[src/hdl/average_window_size_regs.svh]
/*
 * Register offsets, field positions, reset values and counts
 * for the proximity filter and emitter drive block.
 * Assumes inclusion by bare name from package and modules.
 */
`ifndef AVERAGE_WINDOW_SIZE_REGS_SVH
`define AVERAGE_WINDOW_SIZE_REGS_SVH

`define PF_ADDR_XTALK_CFG   8'hB8
`define PF_ADDR_DRIVE_CFG   8'hB9
`define PF_ADDR_HALVE_CFG   8'hBB
`define PF_ADDR_IRQ_STATUS  8'hE0
`define PF_ADDR_IRQ_MASK    8'hE1
`define PF_ADDR_XTALK_CTRL  8'hE2

`define PF_RST_XTALK_CFG    8'h00
`define PF_RST_DRIVE_CFG    8'h00
`define PF_RST_HALVE        1'h0
`define PF_RST_IRQ          2'h0
`define PF_RST_XTALK_A      1'h0

`define PF_BIT_XTALK_B      7
`define PF_BIT_DECIMATE     2
`define PF_FLD_WIN_HI       1
`define PF_FLD_WIN_LO       0
`define PF_FLD_CODE_HI      6
`define PF_FLD_CODE_LO      0
`define PF_BIT_HALVE        3
`define PF_BIT_XTALK_A      0

`define PF_IRQ_EVAL         0
`define PF_IRQ_XTALK        1

`define PF_SAMPLE_W         14
`define PF_NARROW_W         10
`define PF_SUM_W            17
`define PF_HIST_DEPTH       8
`define PF_NARROW_SHIFT     4
`define PF_DRIVE_BASE       9'h004

`endif

[src/hdl/average_window_size_pkg.sv]
/*
 * Shared types for the proximity filter block.
 * Assumes the register header sits beside it in hdl/.
 */
`include "average_window_size_regs.svh"

package average_window_size_pkg;
  typedef logic [`PF_SAMPLE_W-1:0] prox_sample_t;
  typedef logic [1:0]              win_sel_t;
  typedef logic [6:0]              drive_code_t;
  typedef logic [8:0]              drive_ma_t;
endpackage : average_window_size_pkg

[src/hdl/prox_avg_window.sv]
/*
 * Moving-average window with optional decimation of the result strobe.
 * Assumes samples arrive on core_clk and flush comes from the same domain.
 */
`timescale 1ns/100ps
`include "average_window_size_regs.svh"

module prox_avg_window (
  input  wire logic                         core_clk,
  input  wire logic                         resetn,
  input  wire logic                         clk_en,
  input  wire logic                         flush,
  input  wire logic                         sample_valid,
  input  wire average_window_size_pkg::prox_sample_t sample_data,
  input  wire average_window_size_pkg::win_sel_t    win_sel,
  input  wire logic                         decimate,
  output average_window_size_pkg::prox_sample_t     avg_q,
  output logic                              avg_valid_q
);
  import average_window_size_pkg::*;

  prox_sample_t            hist_q [`PF_HIST_DEPTH];
  logic [`PF_SUM_W-1:0]    sum_q;
  logic [2:0]              dcnt_q;

  wire  [2:0]              win_last  = 3'((4'h1 << win_sel) - 4'h1);
  wire  prox_sample_t      oldest    = hist_q[win_last];
  wire  [`PF_SUM_W-1:0]    sum_d     = sum_q + {3'h0, sample_data}
                                       - {3'h0, oldest};
  wire  [`PF_SUM_W-1:0]    sum_shift = sum_d >> win_sel;
  // RQ4 decimated or every sample
  wire                     dec_hit   = !decimate || (dcnt_q == win_last);

  always_ff @(posedge core_clk or negedge resetn) begin
    if (!resetn) begin
      for (int i = 0; i < `PF_HIST_DEPTH; i++) begin
        hist_q[i] <= '0;
      end
      sum_q       <= '0;
      dcnt_q      <= 3'h0;
      avg_q       <= '0;
      avg_valid_q <= 1'b0;
    end else if (clk_en) begin
      avg_valid_q <= 1'b0;
      if (flush) begin
        for (int i = 0; i < `PF_HIST_DEPTH; i++) begin
          hist_q[i] <= '0;
        end
        sum_q  <= '0;
        dcnt_q <= 3'h0;
      end else if (sample_valid) begin
        // RQ3 window of 1,2,4,8
        hist_q[0] <= sample_data;
        for (int i = 1; i < `PF_HIST_DEPTH; i++) begin
          hist_q[i] <= hist_q[i-1];
        end
        sum_q  <= sum_d;
        dcnt_q <= dec_hit ? 3'h0 : dcnt_q + 3'h1;
        // RQ5 strobe rate for checks
        if (dec_hit) begin
          avg_q       <= sum_shift[`PF_SAMPLE_W-1:0];
          avg_valid_q <= 1'b1;
        end
      end
    end
  end
endmodule : prox_avg_window

[src/hdl/average_window_size_led_drive_config.sv]
/*
 * Proximity result filter, high-crosstalk format and emitter drive config.
 * Assumes raw samples and register strobes come from core_clk logic.
 */
// Added by the designer: the strobed register port.
`timescale 1ns/100ps
`include "average_window_size_regs.svh"

// Overview of operation
// (RQ1) In high-crosstalk operation results are given in a 10-bit format.
// (RQ2) That format is entered only when both crosstalk enable bits are set.
// (RQ3) Results are averaged over a window of 1, 2, 4 or 8 samples by code.
// (RQ4) Without decimation every average is used, with it one per window.
// (RQ5) The decimation bit at bit 2 sets how often checks see the average.
// (RQ6) Emitter drive current is twice the 7-bit code plus four milliamps.
// (RQ7) The halving bit divides the selected drive current by two.
// (RQ8) The halving bit is read/write at bit 3 of its register, reset zero.
// (RQ9) With only one crosstalk enable bit set the normal format is kept.
module average_window_size_led_drive_config (
  input  wire logic                          core_clk,
  input  wire logic                          resetn,
  input  wire logic                          clk_en,
  input  wire logic [7:0]                    reg_addr,
  input  wire logic [7:0]                    reg_wdata,
  input  wire logic                          reg_wr,
  input  wire logic                          reg_rd,
  output logic [7:0]                         reg_rdata_q,
  input  wire logic                          sample_valid,
  input  wire average_window_size_pkg::prox_sample_t sample_data,
  output average_window_size_pkg::prox_sample_t      result_q,
  output logic                               result_check_q,
  output logic                               narrow_mode_q,
  output average_window_size_pkg::drive_ma_t         emitter_ma_q,
  output logic                               irq_q
);
  import average_window_size_pkg::*;

  logic [7:0]   xtalk_cfg_q;
  logic [6:0]   drive_cfg_q;
  logic         halve_q;
  logic         xtalk_a_q;
  logic [1:0]   status_q;
  logic [1:0]   mask_q;
  prox_sample_t avg;
  logic         avg_valid;

  // Address decode
  wire wr_xtalk  = reg_wr && (reg_addr == `PF_ADDR_XTALK_CFG);
  wire wr_drive  = reg_wr && (reg_addr == `PF_ADDR_DRIVE_CFG);
  wire wr_halve  = reg_wr && (reg_addr == `PF_ADDR_HALVE_CFG);
  wire wr_status = reg_wr && (reg_addr == `PF_ADDR_IRQ_STATUS);
  wire wr_mask   = reg_wr && (reg_addr == `PF_ADDR_IRQ_MASK);
  wire wr_ctrl   = reg_wr && (reg_addr == `PF_ADDR_XTALK_CTRL);

  // Fields
  wire      xtalk_b   = xtalk_cfg_q[`PF_BIT_XTALK_B];
  wire      decimate  = xtalk_cfg_q[`PF_BIT_DECIMATE];
  win_sel_t win_sel;
  assign    win_sel   = xtalk_cfg_q[`PF_FLD_WIN_HI:`PF_FLD_WIN_LO];

  // RQ2 both enables needed
  // RQ9 single enable keeps normal
  wire narrow_d = xtalk_a_q && xtalk_b;

  // RQ1 10-bit result format
  wire [`PF_SAMPLE_W-1:0] avg_narrow = avg >> `PF_NARROW_SHIFT;
  prox_sample_t           result_d;
  assign result_d = narrow_d
                  ? {{(`PF_SAMPLE_W-`PF_NARROW_W){1'b0}},
                     avg_narrow[`PF_NARROW_W-1:0]}
                  : avg;

  // RQ6 code times two plus four
  wire [8:0] full_ma = {1'b0, drive_cfg_q, 1'b0} + `PF_DRIVE_BASE;
  // RQ7 halve selected current
  wire [8:0] drive_d = halve_q ? {1'b0, full_ma[8:1]} : full_ma;

  // Events, set wins over clear
  wire [1:0] event_set;
  assign event_set[`PF_IRQ_EVAL]  = avg_valid;
  assign event_set[`PF_IRQ_XTALK] = narrow_d && !narrow_mode_q;
  wire [1:0] clr_bits  = wr_status ? reg_wdata[1:0] : 2'h0;
  wire [1:0] status_d  = (status_q & ~clr_bits) | event_set;

  // Read mux
  logic [7:0] rd_mux;
  always_comb begin
    rd_mux = 8'h00;
    case (reg_addr)
      `PF_ADDR_XTALK_CFG:  rd_mux = xtalk_cfg_q;
      `PF_ADDR_DRIVE_CFG:  rd_mux = {1'b0, drive_cfg_q};
      `PF_ADDR_HALVE_CFG:  rd_mux = {4'h0, halve_q, 3'h0};
      `PF_ADDR_IRQ_STATUS: rd_mux = {6'h00, status_q};
      `PF_ADDR_IRQ_MASK:   rd_mux = {6'h00, mask_q};
      `PF_ADDR_XTALK_CTRL: rd_mux = {7'h00, xtalk_a_q};
      default:             rd_mux = 8'h00;
    endcase
  end

  // Configuration registers
  always_ff @(posedge core_clk or negedge resetn) begin
    if (!resetn) begin
      xtalk_cfg_q <= `PF_RST_XTALK_CFG;
      drive_cfg_q <= 7'(`PF_RST_DRIVE_CFG);
      halve_q     <= `PF_RST_HALVE;
      xtalk_a_q   <= `PF_RST_XTALK_A;
      mask_q      <= `PF_RST_IRQ;
    end else if (clk_en) begin
      if (wr_xtalk) begin
        xtalk_cfg_q <= reg_wdata & 8'h87;
      end
      if (wr_drive) begin
        drive_cfg_q <= reg_wdata[`PF_FLD_CODE_HI:`PF_FLD_CODE_LO];
      end
      // RQ8 halving bit storage
      if (wr_halve) begin
        halve_q <= reg_wdata[`PF_BIT_HALVE];
      end
      if (wr_ctrl) begin
        xtalk_a_q <= reg_wdata[`PF_BIT_XTALK_A];
      end
      if (wr_mask) begin
        mask_q <= reg_wdata[1:0];
      end
    end
  end

  // Status, read data and outputs
  always_ff @(posedge core_clk or negedge resetn) begin
    if (!resetn) begin
      status_q       <= `PF_RST_IRQ;
      reg_rdata_q    <= 8'h00;
      result_q       <= '0;
      result_check_q <= 1'b0;
      narrow_mode_q  <= 1'b0;
      emitter_ma_q   <= `PF_DRIVE_BASE;
      irq_q          <= 1'b0;
    end else if (clk_en) begin
      status_q       <= status_d;
      reg_rdata_q    <= reg_rd ? rd_mux : 8'h00;
      narrow_mode_q  <= narrow_d;
      emitter_ma_q   <= drive_d;
      irq_q          <= |(status_d & mask_q);
      // RQ4 result used for checks
      result_check_q <= avg_valid;
      if (avg_valid) begin
        result_q <= result_d;
      end
    end
  end

  // RQ3 averaging window
  prox_avg_window u_avg (
    .core_clk     (core_clk),
    .resetn       (resetn),
    .clk_en       (clk_en),
    .flush        (wr_xtalk),
    .sample_valid (sample_valid),
    .sample_data  (sample_data),
    .win_sel      (win_sel),
    .decimate     (decimate),
    .avg_q        (avg),
    .avg_valid_q  (avg_valid)
  );
endmodule : average_window_size_led_drive_config

[config.mk]
export PLATFORM = sky130hd
export DESIGN_NAME = average_window_size_led_drive_config
export DESIGN_NICKNAME = d
export VERILOG_FILES = /design/src/hdl/average_window_size_pkg.sv /design/src/hdl/prox_avg_window.sv /design/src/hdl/average_window_size_led_drive_config.sv
export VERILOG_INCLUDE_DIRS = /design/src /design/src/hdl
export SDC_FILE = /design/constraint.sdc
export NUM_CORES = 1
export LEC_CHECK = 0
export BUFFER_PORTS_ARGS = -buffer_cell sky130_fd_sc_hd__buf_4
export CELL_PAD_IN_SITES_DETAIL_PLACEMENT = 1
export CELL_PAD_IN_SITES_GLOBAL_PLACEMENT = 1
export CORE_ASPECT_RATIO = 1.25
export CORE_MARGIN = 3
export CORE_UTILIZATION = 30
export DETAILED_ROUTE_END_ITERATION = 10
export PLACE_DENSITY = 0.63
export SYNTH_ARGS = -nofsm -noshare
export SYNTH_HDL_FRONTEND = slang
export SYNTH_SLANG_ARGS = --single-unit
[constraint.sdc]
create_clock -name core_clk -period 5.2 [get_ports core_clk]
set_input_delay 0 -clock core_clk [delete_from_list [all_inputs] [get_ports core_clk]]
set_output_delay 0 -clock core_clk [all_outputs]
set_load 0.01 [all_outputs]
== Word-level counts from Yosys, hierarchy flattened ==
Cells that the tools add are included.

* Register bits after elaboration: 198
* Input bits: 36
* Output and inout bits: 34
* Logic and storage cells: 84

* Add/sub/neg operators: 5
* $lt $le $gt $ge: 1
* Equality and inequality tests: 7
* Shift-type cells: 2
* Mux-type cells: 18
* Bitwise operators: 6
* Reductions and logical operators: 21

{| class="wikitable"
|+ Operators with widths
! cell !! count
|-
| 2-to-1 mux 112 bit || 2
|-
| == test 8 bit, second input constant || 6
|-
| one-hot mux 8 bit (6 select lines) || 1
|-
| binary-select mux 14 bit (select 3 bit) || 1
|-
| 2-to-1 mux 14 bit || 3
|-
| 2-to-1 mux 17 bit || 2
|-
| adder 17 x 14 -> 17 bit || 1
|-
| right shift 17 x 2 -> 14 bit || 1
|-
| subtractor 17 x 14 -> 17 bit || 1
|-
| AND reduction 2 bit || 7
|-
| adder 8 x 3 -> 9 bit, second input constant || 1
|-
| 2-to-1 mux 3 bit || 3
|-
| 2-to-1 mux 9 bit || 1
|-
| logical AND 1 bit || 8
|-
| 2-to-1 mux 8 bit || 1
|-
| AND 2 bit || 2
|-
| greater-or-equal comparator 4 bit, second input constant || 1
|-
| NOT 3 -> 4 bit || 1
|-
| AND reduction 4 bit || 1
|-
| adder 3 x 1 -> 3 bit, second input constant || 1
|-
| == test 3 bit || 1
|-
| 2-to-1 mux 1 bit || 3
|-
| left shift 1 x 2 -> 3 bit, first input constant || 1
|-
| subtractor 3 x 1 -> 3 bit, second input constant || 1
|-
| other kinds (8) || 9
|}

== Logic depth before layout (Yosys ltp) ==
* Word-level depth: 9
* Mapped depth: 15
* Mapped depth without buffers: 12

== Cells and area by module ==
From an unflattened synthesis, not the netlist that was laid out.

* Cell total of the unflattened synthesis: 776
* Area, all modules: 9436.6 µm²

{| class="wikitable"
|+ Modules (own cells, without submodules)
! module !! instances !! cells an instance !! area each (µm²) !! seq. area each (µm²)
|-
| prox_avg_window || 1 || 566 || 7056.8 || 3678.5
|-
| average_window_size_led_drive_config || 1 || 210 || 2379.8 || 1277.5
|}

== Worst setup path after synthesis ==
No wires, ideal clock.

* Path kind: reg2reg
* Start point: register xtalk_cfg_q[0]
* End point: register u_avg.avg_q[10]
* Library setup time: 0.125 ns
* Arrival time: 4.514 ns
* Data required time: 5.075 ns
* Path slack: 0.561 ns
* Stages on the path, launching flop included: 15
* Buffers on the path: 3
* Clock period less this slack: 4.639 ns
* Cell sequence: dfrtp_1 > buf_1 > clkbuf_1 > clkbuf_1 > mux4_2 > inv_1 > fa_1 > fa_1 > a21o_1 > a221oi_4 > o21ai_2 > a311oi_2 > nor2_2 > mux4_2 > mux2_4

* Word-level cells in the longest chain between the ends: 8
* Elaborated cells between the ends (all ways): 11
* Classes of those cells: add/sub: 2; eq/ne: 1; shift: 2; mux: 3; bitwise: 1; reduce/logical: 2

{| class="wikitable"
|+ RTL lines
! item !! RTL line !! text
|-
| from (decl) || average_window_size_led_drive_config.sv:38 || <nowiki>logic [7:0] xtalk_cfg_q;</nowiki>
|-
| from (signal assigned) || average_window_size_led_drive_config.sv:103 || <nowiki>xtalk_cfg_q <= `PF_RST_XTALK_CFG;</nowiki>
|-
| from (signal assigned) || average_window_size_led_drive_config.sv:110 || <nowiki>xtalk_cfg_q <= reg_wdata & 8'h87;</nowiki>
|-
| left shift 1 x 2 -> 3 bit || prox_avg_window.sv:26 || <nowiki>wire [2:0] win_last = 3'((4'h1 << win_sel) - 4'h1);</nowiki>
|-
| subtractor 3 x 1 -> 3 bit || prox_avg_window.sv:26 ||
|-
| NOT 3 -> 4 bit (not written as such) || prox_avg_window.sv:27 || <nowiki>wire prox_sample_t oldest = hist_q[win_last];</nowiki>
|-
| binary-select mux 14 bit (select 3 bit) || prox_avg_window.sv:27 ||
|-
| 2-to-1 mux 14 bit (not written as such) (2 in series) || prox_avg_window.sv:27 ||
|-
| subtractor 17 x 14 -> 17 bit || prox_avg_window.sv:29 || <nowiki>- {3'h0, oldest};</nowiki>
|-
| right shift 17 x 2 -> 14 bit || prox_avg_window.sv:30 || <nowiki>wire [`PF_SUM_W-1:0] sum_shift = sum_d >> win_sel;</nowiki>
|-
| to (signal assigned) || prox_avg_window.sv:61 || <nowiki>avg_q <= sum_shift[`PF_SAMPLE_W-1:0];</nowiki>
|-
| to (decl) || prox_avg_window.sv:17 || <nowiki>output average_window_size_pkg::prox_sample_t avg_q,</nowiki>
|}

Parallel ways exist; a longest one is shown, timed or not. The select of a mux whose other input is x is not followed.
A chain may end at the register's enable or synchronous reset.

== Final worst setup path ==
* Start point: register xtalk_cfg_q[1]
* End point: register u_avg.avg_q[10]

The elaborated chain is that of the path after synthesis.

==> impl_results.md <==
- Status: finished, final reports clean
- DR WL/cell: approximately 18 um
- Synth Area in Adders: 5.39%
- Die X: around 170 um
- Ys Warns: 0
- Synth top area share: slightly above 50%
- CP cell instances: buf_4 -> mux4_2 -> inv_1 -> fa_1 -> ha_1 -> a21oi_1 -> a2bb2oi_1 -> o21ai_1 -> a211o_1 -> mux4_2 -> mux2_4
- Max cap viols: 0
- Chip height: between 200 and 250 um
- Initial core utilization: just over 30%
- Clk buf depth: 2
- Multiplexer share of the synthesized area: ~7.4%
- Tmin final: between 4 and 5 ns
- Crit-path max cell delay: approximately 0.59 ns
- Ratio of final minimum period to clock period: ~85%
- Routed WL: ~23000 um
- CTS tree: yes
- GRT overflow: 0
- Area grow syn2layout: 19.3%
- Leak: between 5 and 6 nW
- Compound-gate portion of the synthesized area: between 20% and 30%
- 1st-pass router iterations: 5
- Mapped Nets: ~910
- CTS root buffer: clkbuf_16
- Setup bufs post-CTS: 0
- Actual slew at the worst max-slew pin: 0.780 ns
- # port buffers: 69
- Post_cts resized: 0
- Slew HR: approximately 48%
- Post-Syn Area: 9610 sq um
- Yosys cell types: 67
- Multi-input gate area in the final layout: around 4300 sq um
- Crit. End Element: register
- Kind of cell adding the most delay to the critical path: multiplexers
- Vias: 6968
- Combinational share of power: about 45%
- Pwr dens: between 500 and 600 nW/um^2
- Yosys top cell by area: dfrtp_1
- Final setup skew: about 0.012 ns
- P_int: 3.84 mW
- Clk pin slew, worst setup/hold paths: about 0.080 ns
- Arrival time worst endpoint: around 4.7 ns
- H-tree levels: 4
- Final nets: 983
- Total Die Area: 34200 sq um
- Critical path type: register to register
- VDD IR max: about 0.27 mV
- Area contributors post-synth: dfrtp_1 (51%), a22o_1 (11%), mux4_2 (3.5%)
- Crit Path Max Fanout: 28
- Setup TNS: 0 ns
- Register area: 4960 sq um
- Number of global-route vias before repair: just over 7000
- FP Rows: a little over 70
- RSZ-0062 raised after global routing: no
- Number of remaining DRC errors: 0
- Maximum clock frequency: 0.227 GHz
- CTS Sinks: around 200
- I/O pin cnt: 70
- Post-DP HPWL: ~16000 um
- Switching Power: 2.49 mW
- Placer Congestion: 0.828
- Clock power frac: 22.0%
- Initial antenna violation count: 0
- Largest net degree at the start of global routing: 96
- Most common cell on crit path: mux4_2
- Core Area: 31300 sq um
- Main combinational cell family by area after synthesis: compound AO/OA/AOI/OAI gates
- Overall Global Routing Usage: ~14%
- # hold bufs at CTS: 31
- Crit path required time: around 5.5 ns
- Slowest stage cell, crit path: dfrtp_1
- Register bit count reported by yosys: 198
- Final count of negative-setup-slack endpoints: 0
- Post-Synth XOR/XNOR Area: under 10%
- Final Slew Violations: 0
- Final ANT Viol Nets: 0
- Sequential share of power: ~34%
- Ys flop type: dfrtp_1
- Later-pin clock latency in the skew report: roughly 0.44 ns
- Post-synthesis simple-gate area fraction: ~8.4%
- Sequential area share after synthesis: 51.6%
- Final Hold Viols: 0
- Share of cells above drive strength 1: approximately 17%
- Gate Count Post-Synth: 840
- Bufs and invs on worst path: 2
- Num CTS Buffers: 17
- Antenna diodes: 0
- EDFF count, synth: 0
- Initial DRC count: ~350
- Worst min-delay path class: primary input to register
- Via/cell ratio: 5.22
- Total Power: ~6.3 mW
- Syn avg cell area: approximately 11 sq um
- Fillcell total: between 3000 and 4000
- Critical path startpoint category: register
- Share of synthesized flip-flops with an asynchronous set or reset: 100%
- Switching part of the total: 39.4%
- Global-route wire length before repair: slightly below 40000 um
[cell usage after synthesis (all sizes together) (14+ instances only)]
cell type and number:
a22o 120, mux4 15, clkbuf 54, inv 46, ha 19, nand2 66
o21ai 47, dfrtp 197, mux2i 18, a21oi 24, fa 14, a21o 16
nor2 32, nand3 18, mux2 17
[power groups by stage]
stage | Combinational (mW) | Clock, mW | Sequential (mW)
3_5_place_dp | 2.80 | 0 | 2.15
6_report | 2.82 | 1.39 | 2.12
4_1_cts | 2.84 | 1.44 | 2.12
5_1_grt | 3.16 | 1.49 | 2.17
2_1_floorplan | 2.00 | 0 | 2.09
3_3_place_gp | 2.74 | 0 | 2.14
[sequential cells by signal, summed over array words and instances, names as in the netlist, 2 cells and up]
name / cells
u_avg.sum_q: 17
u_avg.avg_q: 14
xtalk_cfg_q: 4
mask_q: 2
u_avg.dcnt_q: 3
emitter_ma_q: 9
status_q: 2
result_q: 14
drive_cfg_q: 7
u_avg.hist_q: 112
reg_rdata_q: 8
[metal layers]
layer | global-route usage [%] | part of all wire (%)
met3 | 2.01 | 2.3
met2 | 22.7 | 47
met4 | 5.50 | 2.2
met5 | 0 | 0
met1 | 19.5 | 48
[final timing paths]
path | start | to | slack, ns | cells past startpoint
max in group asynchronous | resetn | u_avg.hist_q[12] | 3.69 | 3
min in group asynchronous | resetn | emitter_ma_q[6] | 0.15 | 2
min | reg_addr[6] | reg_rdata_q[2] | 0.03 | 4
max reg2reg | xtalk_cfg_q[1] | u_avg.avg_q[10] | 0.79 | 11
min reg2reg | emitter_ma_q[3] | emitter_ma_q[3] | 0.48 | 1
max | xtalk_cfg_q[1] | u_avg.avg_q[10] | 0.79 | 11
[worst reg2reg max path: stages (launching register included)]
cell,delay [ns]
dfrtp_1,0.59
buf_4,0.44
mux4_2,0.55
inv_1,0.09
fa_1,0.41
ha_1,0.37
a21oi_1,0.27
a2bb2oi_1,0.35
o21ai_1,0.18
a211o_1,0.31
mux4_2,0.46
mux2_4,0.27
[placed cells by master, fill, tap and decap left out, drive strengths merged, types with 8 or more instances in the layout]
cell	instances
a21oi	24
o31ai	8
clkbuf	18
nor3	11
mux2i	18
mux4	15
a21o	16
dlygate4sd3	31
mux2	17
inv	53
nand2	66
fa	14
buf	80
o21ai	47
nand3	18
a211oi	9
ha	19
nor2	32
a22o	120
dfrtp	197
[logic make-up (layout without fill, tap and decap cells)]
group / Yosys count / in the layout
fa+ha+maj: 33 / 33
compound gates: 278 / 278
buf+inv: 103 / 190
flops: 198 / 198
simple gates: 167 / 167
xor+xnor: 11 / 11
mux: 50 / 50
[metrics by stage]
step                      setup slack (ns)  area (sq um)  hold WS [ns]  cells  utilization (%)
after floorplan                      0.561          9610        -0.296    840                -
after global placement               0.889         10500         0.122   1271             33.7
after detailed placement             0.762         10500         0.127   1271             33.7
after CTS                            0.739         11500        0.0185   1334             36.7
after global routing                 0.499         11500        0.0455   1334             36.7
final                                0.788         11500        0.0282   1334             36.7
[cell type report]
| type | instances | share of cell area (%) |
|---|---|---|
| clock inverter | 15 | 1.62 |
| timing repair buffer | 112 | 8.06 |
| sequential | 198 | 43.2 |
| inverter | 46 | 1.51 |
| tap | 407 | 4.44 |
| multi-input combinational | 539 | 37.4 |
| clock buffer | 17 | 3.71 |
No activity file was read; power rests on OpenSTA's default activity.
